## src/lane_defs.vh

```
// Constants for the byte-lane steering block
`ifndef LANE_DEFS_VH
`define LANE_DEFS_VH
`define ADDR_W 20
`define ST_IDLE 3'h0
`define ST_T1 3'h1
`define ST_T2 3'h2
`define ST_T3 3'h3
`define ST_T4 3'h4
`define RST_UBE_N 1'h1
`endif

```

## src/byte_lane_steering.v

```verilog
// Byte-lane steering and bus-cycle sequencer for a 16-bit external data bus
// Notes on behaviour
// - An odd-address byte moves on the upper lanes with the upper enable low and address bit 0 high.
// - A byte arriving alone on the upper lanes (odd byte, odd word first half) is moved to the low half of the internal path.
// - An even-address word uses both banks in one cycle with bit 0 low and upper enable low.
// - An odd-address word first moves its low byte on the upper lanes, upper enable low, bit 0 high.
// - Its second cycle uses the incremented address, lower lanes, bit 0 low, upper enable high.
// - The split of an odd word happens by itself with nothing asked of the program.
// - Interrupt, nonmaskable interrupt and test inputs are recognised at a clock edge after sync.
`include "lane_defs.vh"
module byte_lane_steering (
	input wire clk_i, // 50 MHz clock
	input wire sys_rst_i, // Async reset, active high
	input wire req_i, // Start an access (pulse)
	input wire req_word_i, // 1 word, 0 byte
	input wire req_write_i, // 1 write, 0 read
	input wire [`ADDR_W-1:0] req_addr_i, // Byte address
	input wire [15:0] req_wdata_i, // Write data, byte in [7:0]
	output reg busy_o, // Access in progress
	output reg done_o, // Access finished (pulse)
	output reg [15:0] rdata_o, // Read data, byte in [7:0]
	output reg [`ADDR_W-1:0] bus_addr_o, // Full byte address on bus
	output reg upper_bank_enable_n_o, // Upper bank enable, active low
	output reg bus_cycle_o, // Bus cycle active (T1..T4)
	output reg bus_write_o, // Write strobe level
	output reg [15:0] bus_dout_o, // Data lanes out
	output reg bus_doe_o, // Data lanes output enable
	input wire [15:0] bus_din_i, // Data lanes in
	input wire ready_i, // Ready from bus, async
	input wire maskable_interrupt_request_i, // Maskable interrupt request, async
	input wire nmi_i, // Nonmaskable interrupt, async
	input wire test_n_i, // Test input, async, active low
	output reg maskable_interrupt_request_o, // Recognised interrupt request
	output reg nmi_o, // Recognised nonmaskable interrupt
	output reg test_n_o // Recognised test level
);
	// Bus sequencer state and captured request
	reg [2:0] state_q;
	reg [2:0] state_d;
	reg second_q; // In second half of odd word
	reg word_q;
	reg write_q;
	reg [`ADDR_W-1:0] base_q;
	reg [15:0] wdata_q;
	// Synchroniser stages and filtered ready
	reg [2:0] rdy_s;
	reg [2:0] maskable_interrupt_request_s;
	reg [2:0] nmi_s;
	reg [2:0] test_s;
	reg rdy_q;
	// Lane choice for the first bus cycle of a new request
	reg ube_first_d;
	reg [15:0] dout_first_d;
	wire odd = bus_addr_o[0];
	wire [`ADDR_W-1:0] next_addr = base_q + {{(`ADDR_W-1){1'b0}}, 1'b1};
	wire take = (state_q == `ST_IDLE) && req_i;
	wire capture = (state_q == `ST_T3) && rdy_q;
	wire split_pending = word_q && odd && !second_q;

	// Three-stage sync; a change counts once stages two and three agree.
	// Costs about four clocks of latency, so ready must settle early.
	always @(posedge clk_i or posedge sys_rst_i) begin
		if (sys_rst_i) begin
			rdy_s <= 3'h0;
			maskable_interrupt_request_s <= 3'h0;
			nmi_s <= 3'h0;
			test_s <= 3'h7;
		end else begin
			rdy_s <= {rdy_s[1:0], ready_i};
			maskable_interrupt_request_s <= {maskable_interrupt_request_s[1:0], maskable_interrupt_request_i};
			nmi_s <= {nmi_s[1:0], nmi_i};
			test_s <= {test_s[1:0], test_n_i};
		end
	end

	// Filtered levels; a disagreement keeps the old value
	always @(posedge clk_i or posedge sys_rst_i) begin
		if (sys_rst_i) begin
			rdy_q <= 1'b0;
			maskable_interrupt_request_o <= 1'b0;
			nmi_o <= 1'b0;
			test_n_o <= 1'b1;
		end else begin
			if (rdy_s[1] == rdy_s[2]) begin
				rdy_q <= rdy_s[2];
			end
			if (maskable_interrupt_request_s[1] == maskable_interrupt_request_s[2]) begin
				maskable_interrupt_request_o <= maskable_interrupt_request_s[2];
			end
			if (nmi_s[1] == nmi_s[2]) begin
				nmi_o <= nmi_s[2];
			end
			if (test_s[1] == test_s[2]) begin
				test_n_o <= test_s[2];
			end
		end
	end

	// Odd byte, odd word first half and even word need the upper bank
	always @* begin
		ube_first_d = ~(req_addr_i[0] | req_word_i);
		if (req_addr_i[0]) begin
			dout_first_d = {req_wdata_i[7:0], 8'h00};
		end else if (req_word_i) begin
			dout_first_d = req_wdata_i;
		end else begin
			dout_first_d = {8'h00, req_wdata_i[7:0]};
		end
	end

	// Next state; ready is looked at only in the third state and its waits
	always @* begin
		state_d = state_q;
		case (state_q)
			`ST_IDLE: begin
				if (req_i) begin
					state_d = `ST_T1;
				end
			end
			`ST_T1: begin
				state_d = `ST_T2;
			end
			`ST_T2: begin
				state_d = `ST_T3;
			end
			`ST_T3: begin
				if (rdy_q) begin
					state_d = `ST_T4;
				end
			end
			`ST_T4: begin
				if (split_pending) begin
					state_d = `ST_T1;
				end else begin
					state_d = `ST_IDLE;
				end
			end
			default: begin
				state_d = `ST_IDLE;
			end
		endcase
	end

	always @(posedge clk_i or posedge sys_rst_i) begin
		if (sys_rst_i) begin
			state_q <= `ST_IDLE;
			second_q <= 1'b0;
			word_q <= 1'b0;
			write_q <= 1'b0;
			base_q <= {`ADDR_W{1'b0}};
			wdata_q <= 16'h0000;
		end else begin
			state_q <= state_d;
			if (take) begin
				word_q <= req_word_i;
				write_q <= req_write_i;
				base_q <= req_addr_i;
				wdata_q <= req_wdata_i;
				second_q <= 1'b0;
			end else if (state_q == `ST_T4 && split_pending) begin
				second_q <= 1'b1;
			end
		end
	end

	// Bus pins hold for the whole cycle, both halves of a split word too
	always @(posedge clk_i or posedge sys_rst_i) begin
		if (sys_rst_i) begin
			busy_o <= 1'b0;
			done_o <= 1'b0;
			bus_addr_o <= {`ADDR_W{1'b0}};
			upper_bank_enable_n_o <= `RST_UBE_N;
			bus_cycle_o <= 1'b0;
			bus_write_o <= 1'b0;
			bus_dout_o <= 16'h0000;
			bus_doe_o <= 1'b0;
		end else begin
			done_o <= 1'b0;
			if (take) begin
				busy_o <= 1'b1;
				bus_addr_o <= req_addr_i;
				upper_bank_enable_n_o <= ube_first_d;
				bus_cycle_o <= 1'b1;
				bus_write_o <= req_write_i;
				bus_doe_o <= req_write_i;
				bus_dout_o <= dout_first_d;
			end else if (state_q == `ST_T4) begin
				if (split_pending) begin
					bus_addr_o <= next_addr;
					upper_bank_enable_n_o <= 1'b1;
					bus_dout_o <= {8'h00, wdata_q[15:8]};
				end else begin
					busy_o <= 1'b0;
					done_o <= 1'b1;
					bus_cycle_o <= 1'b0;
					bus_write_o <= 1'b0;
					bus_doe_o <= 1'b0;
					upper_bank_enable_n_o <= `RST_UBE_N;
				end
			end
		end
	end

	// Read capture; an odd byte is moved down to the low half
	always @(posedge clk_i or posedge sys_rst_i) begin
		if (sys_rst_i) begin
			rdata_o <= 16'h0000;
		end else if (capture && !write_q) begin
			if (second_q) begin
				rdata_o[15:8] <= bus_din_i[7:0];
			end else if (odd) begin
				rdata_o <= {8'h00, bus_din_i[15:8]};
			end else if (word_q) begin
				rdata_o <= bus_din_i;
			end else begin
				rdata_o <= {8'h00, bus_din_i[7:0]};
			end
		end
	end
endmodule // byte_lane_steering

```

## config.mk

```make
export PLATFORM = sky130hd
export DESIGN_NAME = byte_lane_steering
export DESIGN_NICKNAME = d
export VERILOG_FILES = /design/src/byte_lane_steering.v
export VERILOG_INCLUDE_DIRS = /design/src
export SDC_FILE = /design/constraint.sdc
export NUM_CORES = 1
export LEC_CHECK = 0
export ABC_AREA = 1
export BUFFER_PORTS_ARGS = -buffer_cell sky130_fd_sc_hd__buf_2
export CAP_MARGIN = 0
export CORE_MARGIN = 10
export CORE_UTILIZATION = 49
export DETAILED_ROUTE_END_ITERATION = 12
export GPL_ROUTABILITY_DRIVEN = 0
export PLACE_DENSITY = 0.74
export SLEW_MARGIN = 20
export SYNTH_ARGS = -nofsm -noshare
export SYNTH_HDL_FRONTEND = slang
export SYNTH_SLANG_ARGS = --single-unit
export TNS_END_PERCENT = 100
```

## constraint.sdc

```tcl
create_clock -name clk_i -period 7.1 [get_ports clk_i]
set_input_delay 0.71 -clock clk_i [delete_from_list [all_inputs] [get_ports clk_i]]
set_output_delay 0.71 -clock clk_i [all_outputs]
set_load 0.01 [all_outputs]
```

# Word-level counts from Yosys, hierarchy flattened
# Index checks and enable logic that the tools add are counted.
# totals
latch_bits,0
n_memories,0
regBits,114
ramBits,0
romBits,0
input_bits,61
out_inout_bits,61
word_cells,79
# classes
div,0
addsub,1
bitwise,3
multipliers,0
n_mux,26
n_reduce_logical,16
shifts,0
order_cmp,0
eq_ne,11
# op_table
operator,count
16-bit two-way mux,7
20-bit two-way mux,3
20-bit by 1-bit adder with 20-bit output (second input constant),1
3-bit one-hot mux with 5 select lines,1
1-bit two-way mux,12
8-bit two-way mux,1
2-bit AND reduction,4
3-bit by 2-bit == test with 1-bit output (second input constant),2
1-bit logical AND,6
3-bit two-way mux,2
2-bit != test (second input constant),3
2-bit nonzero test,3
1-bit == test,4
3-bit by 1-bit == test with 1-bit output (second input constant),1
3-bit == test (second input constant),1
3-bit zero test,1
1-bit zero test,2
1-bit NOT,2
1-bit OR,1

# Longest topological paths before layout
# Gate-level depths: netlist (run 1).
# depth
word_depth,5
depth_mapped,9
ltp_nobuf,9

# Worst setup path after synthesis (run 1)
# Ideal clock, no wire load.
# synth_path
kind,input -> register
from,in req_i
to,reg bus_addr_o[14]
t_arrival_ps,1543
t_required_ps,6987
n_path_buf,1
cell_stages,8
setup_ps,113
path_slack_ps,5444
path_cell_list,o21ai_0 -> inv_2 -> nand2_4 -> inv_2 -> buf_6 -> or2_1 -> nand2_1 -> inv_1
# synth_between
elab_chain_cells,3
word_cells_on_any_way,5
classes_between,mux: 1; reduce/logical: 4
# synth_rtl
item,line,text
from (decl),byte_lane_steering.v:14,"input wire req_i,"
1-bit logical AND (*),byte_lane_steering.v:56,wire take = (state_q == `ST_IDLE) && req_i;
2-bit nonzero test (no line),-,
2-bit AND reduction (no line),-,
to (signal assigned),byte_lane_steering.v:171,bus_addr_o <= {`ADDR_W{1'b0}};
to (signal assigned),byte_lane_steering.v:181,bus_addr_o <= req_addr_i;
to (signal assigned),byte_lane_steering.v:189,bus_addr_o <= next_addr;
to (decl),byte_lane_steering.v:22,"output reg [`ADDR_W-1:0] bus_addr_o,"
# Every way passes the cells marked *; elsewhere a longest branch is shown, timed or not.
# A chain may end at the register's enable or synchronous reset.

# Worst setup path in the final report (run 1)
# layout_path
from,reg state_q[1]
to,reg bus_addr_o[11]
# layout_between
elab_chain_cells,4
word_cells_on_any_way,7
classes_between,eq/ne: 1; mux: 1; reduce/logical: 5
# layout_rtl
item,line,text
from (decl),byte_lane_steering.v:38,reg [2:0] state_q;
from (signal assigned),byte_lane_steering.v:146,state_q <= `ST_IDLE;
from (signal assigned),byte_lane_steering.v:153,state_q <= state_d;
3-bit zero test,-,
1-bit logical AND,byte_lane_steering.v:56,
2-bit nonzero test (no line),-,
2-bit AND reduction (no line),-,
# Parallel ways exist; a longest one is shown, timed or not.

==> results.cfg, run 1 <==
[outcome]
status = completed

[synth]
yosysWarnings = 0
synth_nets = 635
ys_seq_area_share_pct = 54.5
syn-cell-area_sq_mm = 0.00488
ys_types = 32
synth_edf_count = 0
synth.largest_area_cell = dfrtp_1
synthDominantCellAreaShare_pct = 51.8
ys_seq_elements = 106
ys.flop_type = dfrtp_1
synth.avg_cell_area_sq_um = 8.52
syn_inst = 573
ys_top_cells_by_area = dfrtp_1 52%, nand2_1 11%, nor2_1 5.5%
synthArstFlopShare_pct = 100

[cells_and_area]
n_fill_cell = 928
area_growth_pct = 17.7
final_common_cell = nand2_1
utilization_pct = 59.0
layout.nets = 743
antenna_cells = 0
drive_above_1_share_pct = 24.5
final_cell_mix = 147 x nand2_1, 121 x buf_2, 101 x dfrtp_1

[drt]
vias = 4212
drtIter0Drc = 335
drt-total-wl_um = 12100
vias_per_cell = 5.14
wl_per_cell_um = 14.7
ant_nets = 0
route.detailed.drc = 0
dr.pass1.iters = 5

[power]
ir_drop_mv = 0.183
p_leak_nw = 2.87
p_per_area_mw_per_mm2 = 410

[timing]
post-route-period-util_pct = 38.5
tightest_slew_ns = 0.912
tns_ns = 0
slew_violations = 0
slew_headroom_pct = 39.2
fin_crit_ns = 2.73
rsz0062_at_grt = no
hold_viol = 0
fmax_mhz = 366
setup_viol = 0
finClkSkew_ns = 0.0178

[die]
pin_count = 122
core_area_sq_mm = 0.00973
die-area_sq_mm = 0.0144
dieHeight_um = 120
start_util_pct = 50.2
die_w_um = 120
rows = 36

[cts]
ctsHoldBuffers = 0
htree_levels = 3
clk_latency_ns = 0.37
ctsResizeCount = 0
cts_root_buf = clkbuf_8
cts_tree = yes
cts.sinks = 106
postCtsSetupBuffers = 0
cts_made_buffers = 9
cts_buffer_depth = 2
clkTransAtPathRegs_ns = 0.10

[setup_path]
arrival_ns = 2.99
reg2reg_depth = 8
cp-end-kind = flip-flop
required_ns = 7.36
critPathMaxFanout = 64
critPathKind = reg2reg
critPathLaunchType = flip-flop

[hold_path]
hold_path_class = in2async

[grt]
antenna_found_initial = 0
grt_max_degree = 75
track_usage_pct = 17.1
gr-total-overflow = 0
first_global_vias = 4171
grt_pass1_wl_um = 20300

[job]
maxCapViolCount = 0

[placement]
post-dp-hpwl_um = 8950
portBuffers = 121
-- cell type report --
class / count / area, sq um / area share (%)
Multi-Input combinational cell: 387 / 1880 / 32.7
Timing Repair Buffer: 122 / 613 / 10.7
Clock buffer: 12 / 145 / 2.53
Sequential cell: 106 / 2660 / 46.3
Clock inverter: 4 / 75.1 / 1.31
Tap cell: 133 / 166 / 2.90
Inverter: 55 / 209 / 3.64
-- cells in the mapped netlist, types with 2 or more instances --
master,instances
nand2_1,147
dfrtp_1,101
nor2_1,72
inv_1,49
o21ai_0,39
nand3_1,38
a31oi_1,21
nand4_1,13
buf_2,10
or2_2,10
a22oi_1,8
o21a_1,8
clkbuf_1,7
inv_2,6
buf_4,5
dfstp_2,5
a31oi_2,4
maj3_1,4
or2_0,4
nand3b_1,3
o21bai_1,3
or2_1,3
buf_6,2
nor2_4,2
nor3_1,2
-- cell families (layout without fill, tap and decap cells) --
logic type,Yosys count,count (layout),share of synthesized area (%)
adder cells (fa/ha/maj),5,5,1.08
flip-flops,106,106,54.5
AND/OR/NAND/NOR,298,298,26.6
buffers and inverters,80,193,7.10
AO/OA/AOI/OAI,84,84,10.7
-- critical path: stages, from the launching register on --
cell     delay [ns]
dfrtp_1        0.45
nor2_4         0.19
nand3_4        0.52
nand2_1        0.30
nand2_4        0.17
inv_2          0.60
o21ai_0        0.19
nor2_1         0.12
nor2_1         0.04
-- routing by layer --
| metal | share of wire [%] | wire [um] | GRT usage, % |
|---|---|---|---|
| met1 | 47 | 5650 | 23.2 |
| met2 | 45 | 5420 | 26.0 |
| met3 | 6.5 | 786 | 4.74 |
| met4 | 1.7 | 209 | 5.51 |
| met5 | 0 | 0 | 0 |
-- stage by stage --
stage                     power, W  instances  cell area, sq um  hold slack (ns)  worst slack (ns)
after floorplan            0.00165        573              4880            0.331              3.61
after global placement     0.00194        803              5520            0.334              4.17
after detailed placement   0.00197        803              5520            0.346              4.12
after CTS                  0.00238        819              5740            0.342              4.32
after global routing       0.00256        819              5740            0.349              3.98
final                      0.00236        819              5740            0.334              4.37
-- state kept, by name, indices dropped and copies added (netlist names), 3 cells and up --
| name | flops |
|---|---|
| base_q | 20 |
| bus_addr_o | 20 |
| bus_dout_o | 16 |
| maskable_interrupt_request_s | 3 |
| nmi_s | 3 |
| rdata_o | 16 |
| rdy_s | 3 |
| state_q | 3 |
| test_s | 3 |
| wdata_q | 8 |
-- final timing paths --
check | startpoint | endpoint | slack (ns)
worst max register to register | state_q[1] | bus_addr_o[11] | 4.37
worst min register to register | nmi_s[0] | nmi_s[1] | 0.36
worst min-delay path | sys_rst_i | rdata_o[9] | 0.33
worst max-delay path | state_q[1] | bus_addr_o[11] | 4.37
max in group asynchronous | sys_rst_i | bus_addr_o[6] | 5.50
min in group clk_i | nmi_s[0] | nmi_s[1] | 0.36
-- report_power, final --
| group | internal, W | switching [W] | leakage, nW |
|---|---|---|---|
| Combinational | 0.000363 | 0.000537 | 1.52 |
| Sequential | 0.000862 | 0.000187 | 1.25 |
| Clock | 0.000209 | 0.000199 | 0.103 |
(Power assumes the default switching activity.)
==> run 2: changes to the inputs <==
--- a/config.mk
+++ b/config.mk
@@ -6,14 +6,14 @@
 export SDC_FILE = /design/constraint.sdc
 export NUM_CORES = 1
 export LEC_CHECK = 0
-export ABC_AREA = 1
+export ABC_AREA = 0
 export BUFFER_PORTS_ARGS = -buffer_cell sky130_fd_sc_hd__buf_2
 export CAP_MARGIN = 0
 export CORE_MARGIN = 10
 export CORE_UTILIZATION = 49
 export DETAILED_ROUTE_END_ITERATION = 12
 export GPL_ROUTABILITY_DRIVEN = 0
-export PLACE_DENSITY = 0.74
+export PLACE_DENSITY = 0.75
 export SLEW_MARGIN = 20
 export SYNTH_ARGS = -nofsm -noshare
 export SYNTH_HDL_FRONTEND = slang
==> constraint.sdc (replaced) <==
create_clock -name clk_i -period 2.75 [get_ports clk_i]
set_input_delay 0.275 -clock clk_i [delete_from_list [all_inputs] [get_ports clk_i]]
set_output_delay 0.275 -clock clk_i [all_outputs]
set_load 0.01 [all_outputs]
==> run 2 against run 1 <==
Compared with the run above:
- clock power increased by 120%
- sequential power increased to 2.6 times the previous value
- wire length decreased by 5.2%
- register-to-register slack got worse by 3.6 ns
- critical path type unchanged
- critical endpoint is now bus_addr_o[19]
- largest cell class unchanged
- highest routed layer unchanged
==> results.cfg, run 2 <==
[synth]
synth-simple-area-share_pct = 18.1
synthTopCellsByCount = 101 x dfrtp_1, 96 x nand2_1, 29 x a21oi_1
ys_seq_elements = 106
yosysWarnings = 0
synth_nets = 517
ys_top_cells_by_area = dfrtp_1 55%, nand2_1 7.9%, a21oi_1 3.2%
synth.largest_area_cell = dfrtp_1
synth_edf_count = 0
syn_inst = 455
synth_xor_area_share_pct = 1.73
synthDominantCellAreaShare_pct = 55.4
ys_seq_area_share_pct = 58.3
synth.avg_cell_area_sq_um = 10.0
synthAdderAreaFrac_pct = 1.15
syn-cell-area_sq_mm = 0.00456
synthArstFlopShare_pct = 100
yosysMostFrequentCell = dfrtp_1
ys.flop_type = dfrtp_1
synthMuxAreaShare_pct = 2.63
ys_types = 41
synth_top_family_by_area = simple AND/OR/NAND/NOR gates
synth_compound_area_share_pct = 14.9

[setup_path]
worstPathCellList = nand4_1 > or3_4 > or4_1 > nand3_1
critPathKind = reg2reg
crit_family = simple AND/OR/NAND/NOR gates
max_stage_delay_ns = 0.54
path_buf_inv = 0
r2r_end = bus_addr_o[19]
critPathLaunchType = flip-flop
critPathMaxFanout = 12
reg2reg_slack_ns = 0.72
path_depth = 4
cp-end-kind = flip-flop
reg2reg_depth = 4
arrival_ns = 2.33
r2r_start = base_q[3]
required_ns = 3.05
crit_path_top_delay_cell = or3_4

[timing]
setup_viol = 0
tightest_slew_ns = 0.756
slew_violations = 0
tns_ns = 0
slew_headroom_pct = 49.5
fin_crit_ns = 2.03
post-route-period-util_pct = 73.8
finClkSkew_ns = 0.0142
fmax_mhz = 493
worst_slack_ns = 0.721
rsz0062_at_grt = no
hold_viol = 0

[die]
start_util_pct = 49.8
core_area_sq_mm = 0.00915
rows = 35
dieHeight_um = 116
die_w_um = 116
die-area_sq_mm = 0.0136
pin_count = 122

[drt]
dr.pass1.iters = 4
vias_per_cell = 5.48
route.detailed.drc = 0
ant_nets = 0
drt-total-wl_um = 11400
wl_per_cell_um = 16.6
drtIter0Drc = 254
vias = 3776

[job]
maxCapViolCount = 0

[cts]
cts_root_buf = clkbuf_8
cts_made_buffers = 9
clk_latency_ns = 0.37
cts_tree = yes
htree_levels = 3
ctsResizeCount = 0
cts_buffer_depth = 2
cts.sinks = 106
clkTransAtPathRegs_ns = 0.11

[placement]
dpl_worst_slack_ns = 0.758
post-dp-hpwl_um = 8340
portBuffers = 121

[outcome]
status = completed

[grt]
track_usage_pct = 17.5
grt_pass1_wl_um = 19000
gr-total-overflow = 0
grt_max_degree = 73
first_global_vias = 3874
antenna_found_initial = 0

[cells_and_area]
final_common_cell = buf_2
final_cell_mix = 121 x buf_2, 101 x dfrtp_1, 96 x nand2_1
area_growth_pct = 20.6
layout.nets = 635
drive_above_1_share_pct = 27.5
largest_registers = base_q x20, bus_addr_o x20
antenna_cells = 0

[power]
ir_drop_mv = 0.463
p_per_area_mw_per_mm2 = 1030
p_leak_nw = 2.63

[hold_path]
hold_path_class = in2async
-- run 2: cell count changes after synthesis, sizes merged, moves of 13 or more --
cell,previous run,this run
inv,55,5
or2,17,0
nand3,39,23
nor2,74,20
a21oi,0,29
a31oi,25,12
nand2,149,96
-- run 2: layer usage --
metal	vias up	wire length, um	GRT usage [%]
met5	-	0	0
met4	0	148	5.00
met2	116	5120	26.2
met3	13	932	5.24
met1	1823	5240	23.9
li1	1824	-	-
-- run 2: how the worst max path moves through the flow --
stage	startpoint	endpoint	slack [ns]
after floorplan	base_q[0]	bus_addr_o[18]	0.97
after global placement	base_q[3]	bus_addr_o[19]	0.82
after detailed placement	base_q[3]	bus_addr_o[18]	0.76
after CTS	base_q[3]	bus_addr_o[19]	0.73
after global routing	base_q[3]	bus_addr_o[19]	0.52
final	base_q[3]	bus_addr_o[19]	0.72
-- run 2: where the power goes --
part / total [W] / switching [W] / internal, W / leakage (nW)
registers: 0.00270 / 0.000489 / 0.00221 / 1.27
clock network: 0.000900 / 0.000540 / 0.000360 / 0.0899
logic: 0.00205 / 0.00115 / 0.000903 / 1.27
-- run 2: cell families after synthesis --
logic type,Yosys count
xor gates and xnor gates,9
adders and majority gates,5
and+or+nand+nor,178
buffers and inverters,34
DFF,106
muxes,12
AOI/OAI and AO/OA,111
-- run 2: metrics by stage --
step	hold WS [ns]	area, sq um	util [%]	total power, W	cells
after floorplan	0.279	4560	-	0.00398	455
after global placement	0.335	5290	57.8	0.00473	670
after detailed placement	0.337	5290	57.8	0.00481	670
after CTS	0.00262	5490	60.0	0.00572	688
after global routing	0.00492	5500	60.1	0.00613	689
final	0.0230	5500	60.1	0.00565	689
-- run 2: worst register-to-register path, stage by stage, from the launching register on --
cell and delay [ns]:
dfrtp_1 0.46, nand4_1 0.40, or3_4 0.54, or4_1 0.47, nand3_1 0.09
-- run 2: cell type report --
class	instances	area, sq um
Clock buffer	11	141
Clock inverter	5	38.8
Fill cell	805	3650
Inverter	5	22.5
Multi-Input combinational cell	315	1760
Sequential cell	106	2660
Tap cell	111	139
Timing Repair Buffer	136	738
-- run 2: repair_timing --
| item | 4_1_cts | 5_1_grt |
|---|---|---|
| setup buffers | 0 | 0 |
| endpoints found under the hold margin | 2 | 1 |
| hold buffers | 2 | 1 |
